File: config.mk
export PLATFORM = sky130hd
export DESIGN_NAME = txcvd_top
export DESIGN_NICKNAME = d
export VERILOG_FILES = /design/src/txcvd_pkg.sv /design/src/txcvd_top.sv
export VERILOG_INCLUDE_DIRS = /design/src
export SDC_FILE = /design/constraint.sdc
export NUM_CORES = 1
export LEC_CHECK = 0
export BUFFER_PORTS_ARGS = -buffer_cell sky130_fd_sc_hd__buf_4
export CAP_MARGIN = 10
export CORE_ASPECT_RATIO = 0.6
export CORE_MARGIN = 3
export CORE_UTILIZATION = 30
export DETAILED_ROUTE_END_ITERATION = 8
export GPL_TIMING_DRIVEN = 0
export HOLD_SLACK_MARGIN = 0.03
export SETUP_SLACK_MARGIN = 0.15
export SYNTH_ARGS = -nofsm -noshare
export SYNTH_HDL_FRONTEND = slang
export SYNTH_SLANG_ARGS = --single-unit
File: constraint.sdc
create_clock -name sys_clk -period 9.9 [get_ports sys_clk]
set_input_delay 2.97 -clock sys_clk [delete_from_list [all_inputs] [get_ports sys_clk]]
set_output_delay 2.97 -clock sys_clk [all_outputs]
set_load 0.03 [all_outputs]
File: src/txcvd_defs.svh
// Bit positions, offsets, reset values and timing counts for the transmit configuration decoder.
`ifndef TXCVD_DEFS_SVH
`define TXCVD_DEFS_SVH

// ----------------------------------------------------------------------------
// Vector layout
// ----------------------------------------------------------------------------
`define TXCVD_VEC_W          80
`define TXCVD_ADDR_HI        79
`define TXCVD_ADDR_LO        32
`define TXCVD_MTU_SIZE_HI    30
`define TXCVD_MTU_SIZE_LO    16
`define TXCVD_MTU_EN_BIT     14
`define TXCVD_DIC_BIT        10
`define TXCVD_WAN_BIT        9
`define TXCVD_IFG_ADJ_BIT    8
`define TXCVD_PREAMBLE_BIT   7
`define TXCVD_FC_BIT         5
`define TXCVD_JUMBO_BIT      4
`define TXCVD_FCS_BIT        3
`define TXCVD_VLAN_BIT       2
`define TXCVD_ENABLE_BIT     1
`define TXCVD_RESET_BIT      0
`define TXCVD_RSVD_MASK      80'h0000_0000_0000_8000_B840

// ----------------------------------------------------------------------------
// Register offsets (byte addresses) and reset values
// ----------------------------------------------------------------------------
`define TXCVD_OFS_VEC0       6'h00
`define TXCVD_OFS_VEC1       6'h04
`define TXCVD_OFS_VEC2       6'h08
`define TXCVD_OFS_STATUS     6'h0C
`define TXCVD_VEC_RESET      80'h0000_0000_0000_0000_0001

// ----------------------------------------------------------------------------
// Frame length and gap figures
// ----------------------------------------------------------------------------
`define TXCVD_LEN_STD        15'h05EE
`define TXCVD_LEN_VLAN       15'h05F2
`define TXCVD_LEN_JUMBO      15'h7FFF
`define TXCVD_MIN_IFG        8'h0C

`endif

File: src/txcvd_pkg.sv
// Types shared by the transmit configuration decoder.
package txcvd_pkg;

	typedef struct packed {
		logic [47:0] pause_src_addr;
		logic        mtu_en;
		logic [14:0] mtu_size;
		logic [14:0] frame_len_limit;
		logic        dic_en;
		logic        wan_mode;
		logic        ifg_adjust_en;
		logic [7:0]  ifg_len;
		logic        preserve_preamble;
		logic        flow_ctrl_en;
		logic        jumbo_en;
		logic        inband_fcs;
		logic        vlan_en;
		logic        tx_enable;
		logic        tx_reset;
	} txcvd_cfg_t;

	typedef enum logic [1:0] {
		TXCVD_RESP_OKAY   = 2'h0,
		TXCVD_RESP_SLVERR = 2'h2
	} txcvd_resp_t;

endpackage

File: src/txcvd_top.sv
// Transmit configuration vector decoder with optional AXI4-Lite management registers.
//
// Behaviour
// - Vector input drives config only when the management registers are left out.
// - Changes apply at frame end; reset and flow-control bits apply at once.
// - Bits 79:32 are the source address of generated pause frames.
// - Pause source address does not touch ordinary client frames.
// - Least significant address byte is the first byte on the line.
// - Bit 14 set limits frames to the size in bits 30:16.
// - Bit 10 set shortens gaps by deficit idle counting, else stretches them.
// - Deficit idle count forced off for LAN with in-band FCS, or gap adjust.
// - Bit 9 set selects WAN mode with rate-matching idles.
// - Bit 8 set takes gap length from client input, else minimum gap.
// - Gap adjust is ignored whenever WAN mode is selected.
// - Bit 7 set keeps the client preamble, else standard preamble.
// - Bit 5 set turns a pause request into a pause frame send.
// - Bit 4 set permits frames beyond the standard legal maximum.
// - Bit 3 set: client supplies FCS; clear: device pads and appends FCS.
// - Bit 2 set permits VLAN-tagged frames.
// - Transmitter runs only while bit 1 is set.
// - Bit 0 set holds the transmitter in reset.
`timescale 1ns/10ps
`include "txcvd_defs.svh"
`default_nettype none

module txcvd_top
	import txcvd_pkg::*;
#(
	parameter bit USE_MGMT = 1'b0
) (
	input  wire logic                  sys_clk,
	input  wire logic                  rst,
	input  wire logic                  clk_en,
	input  wire logic [79:0]           cfg_vector,
	input  wire logic                  frame_active,
	input  wire logic                  pause_req,
	input  wire logic [7:0]            tx_ifg_delay,
	output var  txcvd_cfg_t            tx_cfg,
	output logic                       pause_send,
	input  wire logic [5:0]            s_axi_awaddr,
	input  wire logic                  s_axi_awvalid,
	output logic                       s_axi_awready,
	input  wire logic [31:0]           s_axi_wdata,
	input  wire logic [3:0]            s_axi_wstrb,
	input  wire logic                  s_axi_wvalid,
	output logic                       s_axi_wready,
	output logic [1:0]                 s_axi_bresp,
	output logic                       s_axi_bvalid,
	input  wire logic                  s_axi_bready,
	input  wire logic [5:0]            s_axi_araddr,
	input  wire logic                  s_axi_arvalid,
	output logic                       s_axi_arready,
	output logic [31:0]                s_axi_rdata,
	output logic [1:0]                 s_axi_rresp,
	output logic                       s_axi_rvalid,
	input  wire logic                  s_axi_rready
);

	// ------------------------------------------------------------------------
	// Word selection
	// ------------------------------------------------------------------------
	// Returns 0..3 for a mapped word, 4 for an unmapped address.
	function automatic logic [2:0] word_sel(input logic [5:0] addr);
		unique case (addr)
			`TXCVD_OFS_VEC0:   word_sel = 3'h0;
			`TXCVD_OFS_VEC1:   word_sel = 3'h1;
			`TXCVD_OFS_VEC2:   word_sel = 3'h2;
			`TXCVD_OFS_STATUS: word_sel = 3'h3;
			default:           word_sel = 3'h4;
		endcase
	endfunction

	// ------------------------------------------------------------------------
	// Vector source
	// ------------------------------------------------------------------------
	localparam logic [79:0] VEC_RESET = `TXCVD_VEC_RESET;

	wire  logic [79:0] mgmt_vec;
	logic [79:0] src_vec;
	logic [79:0] applied;
	logic        pause_req_d;
	txcvd_cfg_t  next_cfg;

	// The management words win when built in; the pin vector is then unused.
	assign src_vec = (USE_MGMT ? mgmt_vec : cfg_vector) & ~`TXCVD_RSVD_MASK;

	// The vector is taken straight into this domain without a synchroniser.
	// A client that drives it from another clock risks a torn update.
	always_ff @(posedge sys_clk or posedge rst) begin
		if (rst) begin
			applied <= `TXCVD_VEC_RESET;
		end else if (clk_en) begin
			if (!frame_active) begin
				applied <= src_vec;
			end else begin
				applied[`TXCVD_RESET_BIT] <= src_vec[`TXCVD_RESET_BIT];
				applied[`TXCVD_FC_BIT]    <= src_vec[`TXCVD_FC_BIT];
			end
		end
	end

	// ------------------------------------------------------------------------
	// Decode
	// ------------------------------------------------------------------------
	always_comb begin
		next_cfg = '0;
		// Byte [7:0] of the field leaves first; no client frame reads it.
		next_cfg.pause_src_addr    = applied[`TXCVD_ADDR_HI:`TXCVD_ADDR_LO];
		next_cfg.mtu_en            = applied[`TXCVD_MTU_EN_BIT];
		next_cfg.mtu_size          = applied[`TXCVD_MTU_SIZE_HI:`TXCVD_MTU_SIZE_LO];
		next_cfg.wan_mode          = applied[`TXCVD_WAN_BIT];
		next_cfg.ifg_adjust_en     = applied[`TXCVD_IFG_ADJ_BIT] & ~applied[`TXCVD_WAN_BIT];
		next_cfg.dic_en            = applied[`TXCVD_DIC_BIT] & ~next_cfg.ifg_adjust_en
			& ~(~applied[`TXCVD_WAN_BIT] & applied[`TXCVD_FCS_BIT]);
		next_cfg.ifg_len           = next_cfg.ifg_adjust_en ? tx_ifg_delay : `TXCVD_MIN_IFG;
		next_cfg.preserve_preamble = applied[`TXCVD_PREAMBLE_BIT];
		next_cfg.flow_ctrl_en      = applied[`TXCVD_FC_BIT];
		next_cfg.jumbo_en          = applied[`TXCVD_JUMBO_BIT];
		next_cfg.inband_fcs        = applied[`TXCVD_FCS_BIT];
		next_cfg.vlan_en           = applied[`TXCVD_VLAN_BIT];
		next_cfg.tx_enable         = applied[`TXCVD_ENABLE_BIT] & ~applied[`TXCVD_RESET_BIT];
		next_cfg.tx_reset          = applied[`TXCVD_RESET_BIT];
		if (next_cfg.mtu_en) begin
			next_cfg.frame_len_limit = next_cfg.mtu_size;
		end else if (next_cfg.jumbo_en) begin
			next_cfg.frame_len_limit = `TXCVD_LEN_JUMBO;
		end else if (next_cfg.vlan_en) begin
			next_cfg.frame_len_limit = `TXCVD_LEN_VLAN;
		end else begin
			next_cfg.frame_len_limit = `TXCVD_LEN_STD;
		end
	end

	always_ff @(posedge sys_clk or posedge rst) begin
		if (rst) begin
			tx_cfg <= '0;
		end else if (clk_en) begin
			tx_cfg <= next_cfg;
		end
	end

	// ------------------------------------------------------------------------
	// Pause request
	// ------------------------------------------------------------------------
	// One pulse per rising request; a held request does not repeat frames.
	always_ff @(posedge sys_clk or posedge rst) begin
		if (rst) begin
			pause_req_d <= 1'b0;
			pause_send  <= 1'b0;
		end else if (clk_en) begin
			pause_req_d <= pause_req;
			pause_send  <= pause_req & ~pause_req_d & applied[`TXCVD_FC_BIT] & ~applied[`TXCVD_RESET_BIT];
		end
	end

	// ------------------------------------------------------------------------
	// AXI4-Lite write channel
	// ------------------------------------------------------------------------
	logic       wr_go;
	logic [2:0] wr_sel;

	// Address and data are taken together, so a lone channel simply waits.
	assign wr_go  = s_axi_awvalid & s_axi_wvalid & ~s_axi_awready & ~s_axi_bvalid;
	assign wr_sel = word_sel(s_axi_awaddr);

	always_ff @(posedge sys_clk or posedge rst) begin
		if (rst) begin
			s_axi_awready <= 1'b0;
			s_axi_wready  <= 1'b0;
			s_axi_bvalid  <= 1'b0;
			s_axi_bresp   <= TXCVD_RESP_OKAY;
		end else if (clk_en) begin
			s_axi_awready <= wr_go;
			s_axi_wready  <= wr_go;
			if (wr_go) begin
				s_axi_bvalid <= 1'b1;
				s_axi_bresp  <= (wr_sel > 3'h2) ? TXCVD_RESP_SLVERR : TXCVD_RESP_OKAY;
			end else if (s_axi_bready) begin
				s_axi_bvalid <= 1'b0;
			end
		end
	end

	// Only the sixteen defined bits of the top word are kept.
	generate
		for (genvar b = 0; b < 10; b++) begin : g_lane
			logic [7:0] lane;
			// Each byte lane has its own flop so no two processes share a variable.
			always_ff @(posedge sys_clk or posedge rst) begin
				if (rst) begin
					lane <= VEC_RESET[b*8 +: 8];
				end else if (clk_en && wr_go && wr_sel == 3'(b / 4) && s_axi_wstrb[b % 4]) begin
					lane <= s_axi_wdata[(b % 4)*8 +: 8];
				end
			end
			assign mgmt_vec[b*8 +: 8] = lane;
		end
	endgenerate

	// ------------------------------------------------------------------------
	// AXI4-Lite read channel
	// ------------------------------------------------------------------------
	logic        rd_go;
	logic [2:0]  rd_sel;
	logic [31:0] rd_word;

	assign rd_go  = s_axi_arvalid & ~s_axi_arready & ~s_axi_rvalid;
	assign rd_sel = word_sel(s_axi_araddr);

	// Reads show the configuration in force, not what is still pending.
	always_comb begin
		rd_word = 32'h0000_0000;
		unique case (rd_sel)
			3'h0:    rd_word = applied[31:0];
			3'h1:    rd_word = applied[63:32];
			3'h2:    rd_word = {16'h0000, applied[79:64]};
			3'h3:    rd_word = {28'h000_0000, 1'(USE_MGMT), frame_active, tx_cfg.dic_en, tx_cfg.ifg_adjust_en};
			default: rd_word = 32'h0000_0000;
		endcase
	end

	always_ff @(posedge sys_clk or posedge rst) begin
		if (rst) begin
			s_axi_arready <= 1'b0;
			s_axi_rvalid  <= 1'b0;
			s_axi_rdata   <= 32'h0000_0000;
			s_axi_rresp   <= TXCVD_RESP_OKAY;
		end else if (clk_en) begin
			s_axi_arready <= rd_go;
			if (rd_go) begin
				s_axi_rvalid <= 1'b1;
				s_axi_rdata  <= rd_word;
				s_axi_rresp  <= (rd_sel > 3'h3) ? TXCVD_RESP_SLVERR : TXCVD_RESP_OKAY;
			end else if (s_axi_rready) begin
				s_axi_rvalid <= 1'b0;
			end
		end
	end

endmodule

`default_nettype wire

# Word level (Yosys, flattened, before mapping)
# Index checks and enable logic that the tools add are counted.
# op_classes
n_bitwise,23
reduce_logical,10
order_cmp,2
mux,13
eq_ne,9
# ops
op,count
32-bit one-hot mux with 4 select lines,1
15-bit 2-to-1 mux,2
"6-bit by 4-bit == test with 1-bit output, second input constant",4
3-bit one-hot mux with 4 select lines,2
1-bit AND,13
"6-bit by 3-bit == test with 1-bit output, second input constant",2
6-bit logical NOT,2
1-bit NOT,10
2-bit AND reduction,5
8-bit 2-to-1 mux,1
"3-bit by 2-bit == test with 1-bit output, second input constant",2
"3-bit by 2-bit greater-than comparator with 1-bit output, second input constant",2
5-bit 2-to-1 mux,1
1-bit 2-to-1 mux,4
2-bit 2-to-1 mux,2
2-bit nonzero test,2
"3-bit by 1-bit == test with 1-bit output, second input constant",1
3-bit logical NOT,1
# word_totals
input_bits,146
register_bits,213

# Depth between registers and ports, before layout
# Gate-level depths: netlist (run 1).
# depth
word_depth,5
mapped_depth,6
mapped_depth_nobuf,3

# Worst setup path before layout (run 1)
# OpenSTA, ideal clock, no wires.
# synth_path
kind,input -> register
start,input port s_axi_araddr[2]
end,register s_axi_rdata[2]
n_path_buf,1
arrival_time_ns,3.822
stages,3
path_slack_ns,5.957
cell_sequence,buf_4 -> mux4_2 -> a22o_1
# synth_via
elab_chain_cells,4
word_cells_on_any_way,10
# synth_rtl
item,line,source
"start, declared",txcvd_top.sv:50,"input wire logic [5:0] s_axi_araddr,"
6-bit by 4-bit == test with 1-bit output (tied with other cells),txcvd_top.sv:64,unique case (addr)
3-bit one-hot mux with 4 select lines (*),txcvd_top.sv:64,
3-bit by 2-bit == test with 1-bit output (tied with other cells),txcvd_top.sv:213,unique case (rd_sel)
32-bit one-hot mux with 4 select lines (*),txcvd_top.sv:213,
"end signal, assigned",txcvd_top.sv:232,s_axi_rdata <= rd_word;
"end, declared",txcvd_top.sv:53,"output logic [31:0] s_axi_rdata,"
# Every way passes the cells marked *; elsewhere a longest branch is shown, timed or not.
# A chain may end at the register's enable or synchronous reset.

# Worst setup path in the final report (run 1)
# layout_path
start,register s_axi_wready
end,output port s_axi_wready
# layout_rtl
item,line,source
"start, declared",txcvd_top.sv:46,"output logic s_axi_wready,"
"start signal, assigned",txcvd_top.sv:174,s_axi_wready <= wr_go;
# No word-level cell between the ends.

==> out/qor.yml, run 1 <==
timing:
  slew_viol_final: 0
  min_period_ns: 4.20
  post-route-period-util_pct: 42.4
  fin_setup_tns_ns: 0
  setup_viol: 0
  grt_setup_unrepaired: "false"
  slew_headroom_pct: 53.6
  worst_slack_ns: 5.70
  fmax_ghz: 0.238
  worstMarginPinSlew_ns: 0.696
  finalHoldViolCount: 0
  skew_ns: 0.00655
cts:
  cts.sinks: 211
  cts_max_level: 1
  clock_path_buffers: 3
  cts_buffers: 22
  postCtsResizedCells: 0
  clk_pin_slew_ns: 0.06
  cts-root-buf: "clkbuf_16"
  clkLatencyLatePin_ns: 0.52
  cts_tree: "built"
  cts_setup_buffers: 0
  ctsHoldBuffers: 0
worst_setup_path:
  timing.critical_path.to_type: "primary output"
  r2r_slack_ns: 8.14
  cp_max_fo: 4
  reg2reg_depth: 3
  rr_startpoint: "applied[14]$_DFFE_PP0P_"
  worstSetupPathType: "reg -> out"
  timing.rr.end: "tx_cfg[25]$_DFFE_PP0P_"
  crit_arrival_ns: 1.23
  cp-start-kind: "flip-flop"
  required_ns: 6.93
detailed_routing:
  wl_met1_mm: 13.0
  wl_per_cell_um: 22.1
  topRoutingLayerUsed: "met4"
  drt_iter0_markers: 260
  route.met3.wl_mm: 2.13
  wl_met2_mm: 11.2
  drtAntennaViolNets: 0
  routed_wl_mm: 26.9
  via_per_inst: 4.79
  drc: 0
  num_vias: 5830
  firstDrtPassIters: 4
pwr:
  p_int_uw: 1800
  power_leakage_uw: 0.00535
  p_sw_share_pct: 30.8
  power.density_nw_per_um2: 225
  pwr-share-comb_pct: 22.5
  vdd_drop_max_uv: 149
  seqPwrFrac_pct: 41.9
  pwr-share-clk_pct: 35.6
  p_switching_uw: 800
synthesis:
  yosys_warnings: 0
  synthFlopType: "dfrtp_1"
  synth_area_leaders: "dfrtp_1, mux2_2, mux2i_1"
  synth_common_cells: "dfrtp_1, mux2_2, nand2_1"
  synth_edf_count: 0
  synthCells: 576
  synth_compound_area_share_pct: 7.74
  synth_most_common_cell: "dfrtp_1"
  synthSimpleGateAreaFrac_pct: 3.61
  synth.largest_area_cell: "dfrtp_1"
  synth_top_family_by_area: "multiplexers"
  yosysUniqueCellTypes: 36
  synth-adder-area-share_pct: 0
  async_reset_ff_share_pct: 100
  ys_ff_latch: 211
  postSynthAreaPerCell_um2: 14.7
  synth_area_um2: 8460
  synth_xor_area_share_pct: 0
  yosysSeqAreaShare_pct: 62.4
  synth_top_area_share_pct: 62.1
  synthMuxAreaShare_pct: 23.1
hold_path:
  min_from: "pause_req_d$_DFFE_PP0P_"
  hold_class: "reg -> reg"
  holdPathStages: 1
  min_to: "pause_send$_DFFE_PP0P_"
global_routing:
  grt_max_degree: 122
  antenna_found_initial: 0
  grt_pass1_wl_mm: 39.6
  grt_pass1_vias: 5910
  grt.total_usage_pct: 17.5
  grt_remaining_overflow: 0
floorplanning:
  io_pins: 285
  core_um2: 27100
  start_util_pct: 31.3
  dieArea_um2: 30300
  fp.dieW_um: 223
  die_h_um: 136
  num_rows: 46
placed_design:
  io_buffers: 240
  placedCellCount: 1178
  gp_congestion: 0.774
  hpwl_mm: 19.8
  dp_slack_ns: 5.49
run:
  maxCapViolCount: 0
layout:
  diodes: 0
  final_core_util_pct: 42.7
  nNetsFinal: 988
  syn2layout_area_growth_pct: 36.5
  drive_gt1_share_pct: 55.1
  fin_cells: 1218
status:
  outcome: "complete, no violations"
## registers in the layout (all words and copies together), names as in the netlist
| register | count |
|---|---|
| s_axi_rdata | 32 |
| pause_req_d | 1 |
| s_axi_rresp | 1 |
| s_axi_bvalid | 1 |
| s_axi_arready | 1 |
| s_axi_rvalid | 1 |
| s_axi_wready | 1 |
| pause_send | 1 |
| applied | 74 |
| tx_cfg | 97 |
| s_axi_bresp | 1 |
## power by group through the flow
stage | sequential [µW] | clock [µW] | combinational (µW)
after floorplan | 1240 | 0 | 190
after global placement | 1100 | 0 | 584
after detailed placement | 1100 | 0 | 591
after CTS | 1090 | 948 | 593
after global routing | 1110 | 986 | 622
final | 1090 | 926 | 584
## metrics by stage
stage	total power [µW]	area [µm²]	hold WS [ns]
after floorplan	1430	8460	0.412
after CTS	2630	11600	0.436
after global placement	1690	10700	0.418
after detailed placement	1700	10800	0.428
final	2600	11600	0.435
after global routing	2710	11600	0.453
## routing by layer
layer  global-route usage, %  up-vias
met4                    3.70        0
met2                    25.3      200
li1                        -     2607
met3                    5.70       35
met1                    25.6     2988
met5                       0        -
## layout make-up
type / instances / area, µm²
Clock buffer: 28 / 634
Sequential cell: 211 / 5280
Multi-Input combinational cell: 320 / 2920
Inverter: 9 / 41.3
Buffer: 37 / 228
Timing Repair Buffer: 241 / 1830
Tap cell: 360 / 450
Clock inverter: 12 / 166
Fill cell: 2569 / 15500
## worst max-delay path: stages (launching register included)
cell and delay, ns:
dfrtp_1 0.42, buf_4 0.15, buf_4 0.16
## worst max-delay path by stage
stage / end / depth (start not counted) / from / slack [ns]
2_1_floorplan: applied[10]$_DFFE_PP0P_ / 1 / rst / 1.17
3_3_place_gp: tx_cfg[75]$_DFFE_PP0P_ / 2 / rst / -1.59
3_5_place_dp: applied[5]$_DFFE_PP0P_ / 4 / clk_en / 5.49
4_1_cts: s_axi_wready / 2 / s_axi_wready$_DFFE_PP0P_ / 5.68
5_1_grt: s_axi_wready / 2 / s_axi_wready$_DFFE_PP0P_ / 5.67
6_report: s_axi_wready / 2 / s_axi_wready$_DFFE_PP0P_ / 5.70
## cells by family (layout without fill, tap and decap cells)
logic type	count (synthesis)	after routing
muxes	173	173
other	1	2
buffers and inverters	46	327
DFF	211	211
AOI/OAI and AO/OA	83	83
and+or+nand+nor	62	62
## placed cells by master (no fill, tap or decap), drive strengths merged, types with 2 or more instances in the layout
| master | count |
|---|---|
| a21oi | 13 |
| a22o | 18 |
| nor2 | 11 |
| mux2i | 23 |
| conb | 2 |
| o21ai | 12 |
| mux2 | 147 |
| a22oi | 5 |
| dfrtp | 210 |
| nand2b | 3 |
| o2bb2ai | 9 |
| clkbuf | 32 |
| bufinv | 4 |
| nor2b | 5 |
| mux4 | 3 |
| inv | 10 |
| nand2 | 33 |
| nand3 | 3 |
| nor4 | 2 |
| o31ai | 16 |
| buf | 274 |
| clkinv | 6 |
| o22a | 8 |
No activity file was read; power rests on OpenSTA's default activity.
==> run 2: changes to the inputs <==
clock period = 3.59 ns   (was 9.9 ns; I/O delays follow)
==> run 2 against run 1 <==
Critical path depth fell by 1. Non-clock buffer count rose by 4. Total power increased to 2.7 times the previous value. Via count increased by 0.36%. Wire length hardly changed. Sequential cell count is the same. Register-to-register slack worse by 6.2 ns. Count of clock-buffer cells in the layout up 2. Cell area about the same. Die area is the same. Cell count up 0.33%. Largest cell class unchanged. Largest power group unchanged. Highest routed layer unchanged.
==> out/qor.yml, run 2 (synthesized netlist as in run 1, its figures left out) <==
worst_setup_path:
  cp_max_fo: 3  # -1
  slowest_delay_ns: 0.51  # +0.09 ns
  reg2reg_depth: 3  # unchanged
  required_ns: 2.51  # -4.42 ns
  cp_top_family: "flip-flops"
  timing.critical_path.to_type: "primary output"
  r2r_slack_ns: 1.90  # -6.24 ns
  crit_arrival_ns: 1.25  # +0.02 ns
  path_buf_inv: 1  # -1
  cp-start-kind: "flip-flop"
  cp_cell_sequence: "buf_4"
  rr_startpoint: "applied[14]$_DFFE_PP0P_"
  timing.rr.end: "tx_cfg[24]$_DFFE_PP0P_"
  worstSetupPathType: "reg -> out"
  cp_slowest_cell: "dfrtp_1"
global_routing:
  grt_pass1_wl_mm: 40.0  # +1.0%
  grt_max_degree: 41  # -66%
  grt_pass1_vias: 6055  # +2.5%
  antenna_found_initial: 0  # unchanged
  grt_remaining_overflow: 0  # unchanged
  grt.total_usage_pct: 17.7  # +0.16 points
detailed_routing:
  routed_wl_mm: 27.0  # about the same
  wl_per_cell_um: 22.1  # -0.25%
  drt_iter0_markers: 253  # -2.7%
  drc: 0  # unchanged
  via_per_inst: 4.79  # about the same
  drtAntennaViolNets: 0  # unchanged
  num_vias: 5851  # +0.36%
  firstDrtPassIters: 4  # unchanged
cts:
  ctsHoldBuffers: 0  # unchanged
  clkLatencyLatePin_ns: 0.51  # about the same
  cts_tree: "built"
  clk_pin_slew_ns: 0.06  # about the same
  cts.sinks: 211  # unchanged
  cts-root-buf: "clkbuf_16"
  postCtsResizedCells: 0  # unchanged
  cts_buffers: 22  # unchanged
  cts_setup_buffers: 0  # unchanged
  cts_max_level: 1  # unchanged
  clock_path_buffers: 3  # unchanged
timing:
  skew_ns: 0.00679  # +0.000237 ns
  slew_viol_final: 0  # unchanged
  fin_setup_tns_ns: 0  # unchanged
  slew_headroom_pct: 41.7  # -12 points
  post-route-period-util_pct: 64.7
  worstMarginPinSlew_ns: 0.873  # +0.177 ns
  fmax_ghz: 0.430
  worst_slack_ns: 1.27  # -4.43 ns
  grt_setup_unrepaired: "false"
  finalHoldViolCount: 0  # unchanged
  hold-worst-slack_ns: 0.443  # +0.00803 ns
  min_period_ns: 2.32
  setup_viol: 0  # unchanged
floorplanning:
  start_util_pct: 31.3  # unchanged
  dieArea_um2: 30300  # unchanged
  num_rows: 46  # unchanged
  fp.dieW_um: 223  # unchanged
  core_um2: 27100  # unchanged
  io_pins: 285  # unchanged
  die_h_um: 136  # unchanged
layout:
  layout_common_cells: "buf_4, dfrtp_1, mux2_2"
  design_area_um2: 11600  # about the same
  final_common_cell: "buf_4"
  syn2layout_area_growth_pct: 36.6  # about the same
  seq_area_um2: 5280  # unchanged
  drive_gt1_share_pct: 55.0  # -0.14 points
  largest_register: "tx_cfg"
  nNetsFinal: 992  # +0.40%
  fillers: 2588  # +0.74%
  reg_top3: "tx_cfg x97, applied x74, s_axi_rdata x32"
  largest_reg_flops: 97  # unchanged
  diodes: 0  # unchanged
  multiInputGateArea_um2: 2920  # unchanged
pwr:
  seqPwrFrac_pct: 43.0  # +1.1 points
  vdd_drop_max_uv: 292  # +96%
  power.density_nw_per_um2: 604  # +170%
  p_int_uw: 4810  # +170%
  p_sw_share_pct: 31.1  # +0.30 points
  pwr-share-clk_pct: 33.8  # -1.8 points
  power_leakage_uw: 0.00535  # about the same
  p_switching_uw: 2170  # +170%
  pwr-share-comb_pct: 23.2  # +0.7 points
placed_design:
  place_area_um2: 10800  # +0.64%
  hpwl_mm: 20.1  # +1.7%
  gp_congestion: 0.769  # -0.68%
  io_buffers: 240  # unchanged
  dp_slack_ns: 1.06  # -4.43 ns
run:
  maxCapViolCount: 0  # unchanged
hold_path:
  min_from: "pause_req_d$_DFFE_PP0P_"
  holdPathStages: 1  # unchanged
  hold_class: "reg -> reg"
  min_to: "pause_send$_DFFE_PP0P_"
status:
  outcome: "complete, no violations"
[run 2: cell type report]
class                      instances  area share [%]
timing repair buffer             245            16.5
clock inverter                    10           0.899
buffer                            37            1.97
clock buffer                      30            5.47
tap                              360            3.90
sequential                       211            45.7
multi-input combinational        320            25.3
inverter                           9           0.325
[run 2: power groups by stage]
stage / combinational (µW) / sequential (µW) / clock [µW]
finish: 1620 / 3000 / 2360
global route: 1720 / 3050 / 2530
CTS: 1650 / 3000 / 2430
detailed placement: 1640 / 3040 / 0
global placement: 1620 / 3040 / 0
floorplan: 525 / 3410 / 0
[run 2: how the worst max path moves through the flow]
stage,slack [ns],cells after the start,endpoint,startpoint
floorplan,-0.23,1,applied[10]$_DFFE_PP0P_,rst
global placement,-1.72,2,tx_cfg[75]$_DFFE_PP0P_,rst
detailed placement,1.06,5,applied[59]$_DFFE_PP0P_,clk_en
CTS,1.23,1,tx_cfg[15],tx_cfg[15]$_DFFE_PP0P_
global route,1.22,1,tx_cfg[15],tx_cfg[15]$_DFFE_PP0P_
finish,1.27,1,tx_cfg[15],tx_cfg[15]$_DFFE_PP0P_
[run 2: metal layers]
layer  wire, µm  global-route usage (%)
met5          0                       0
met4        560                    3.81
met3       2420                    5.35
met2      11400                    25.8
met1      12600                    25.8
[run 2: through the flow]
stage | util [%] | power, µW | cells
floorplan | - | 3930 | 577
global placement | 39.6 | 4650 | 1177
detailed placement | 40.0 | 4690 | 1182
CTS | 42.7 | 7090 | 1222
global route | 42.7 | 7310 | 1222
finish | 42.7 | 6980 | 1222
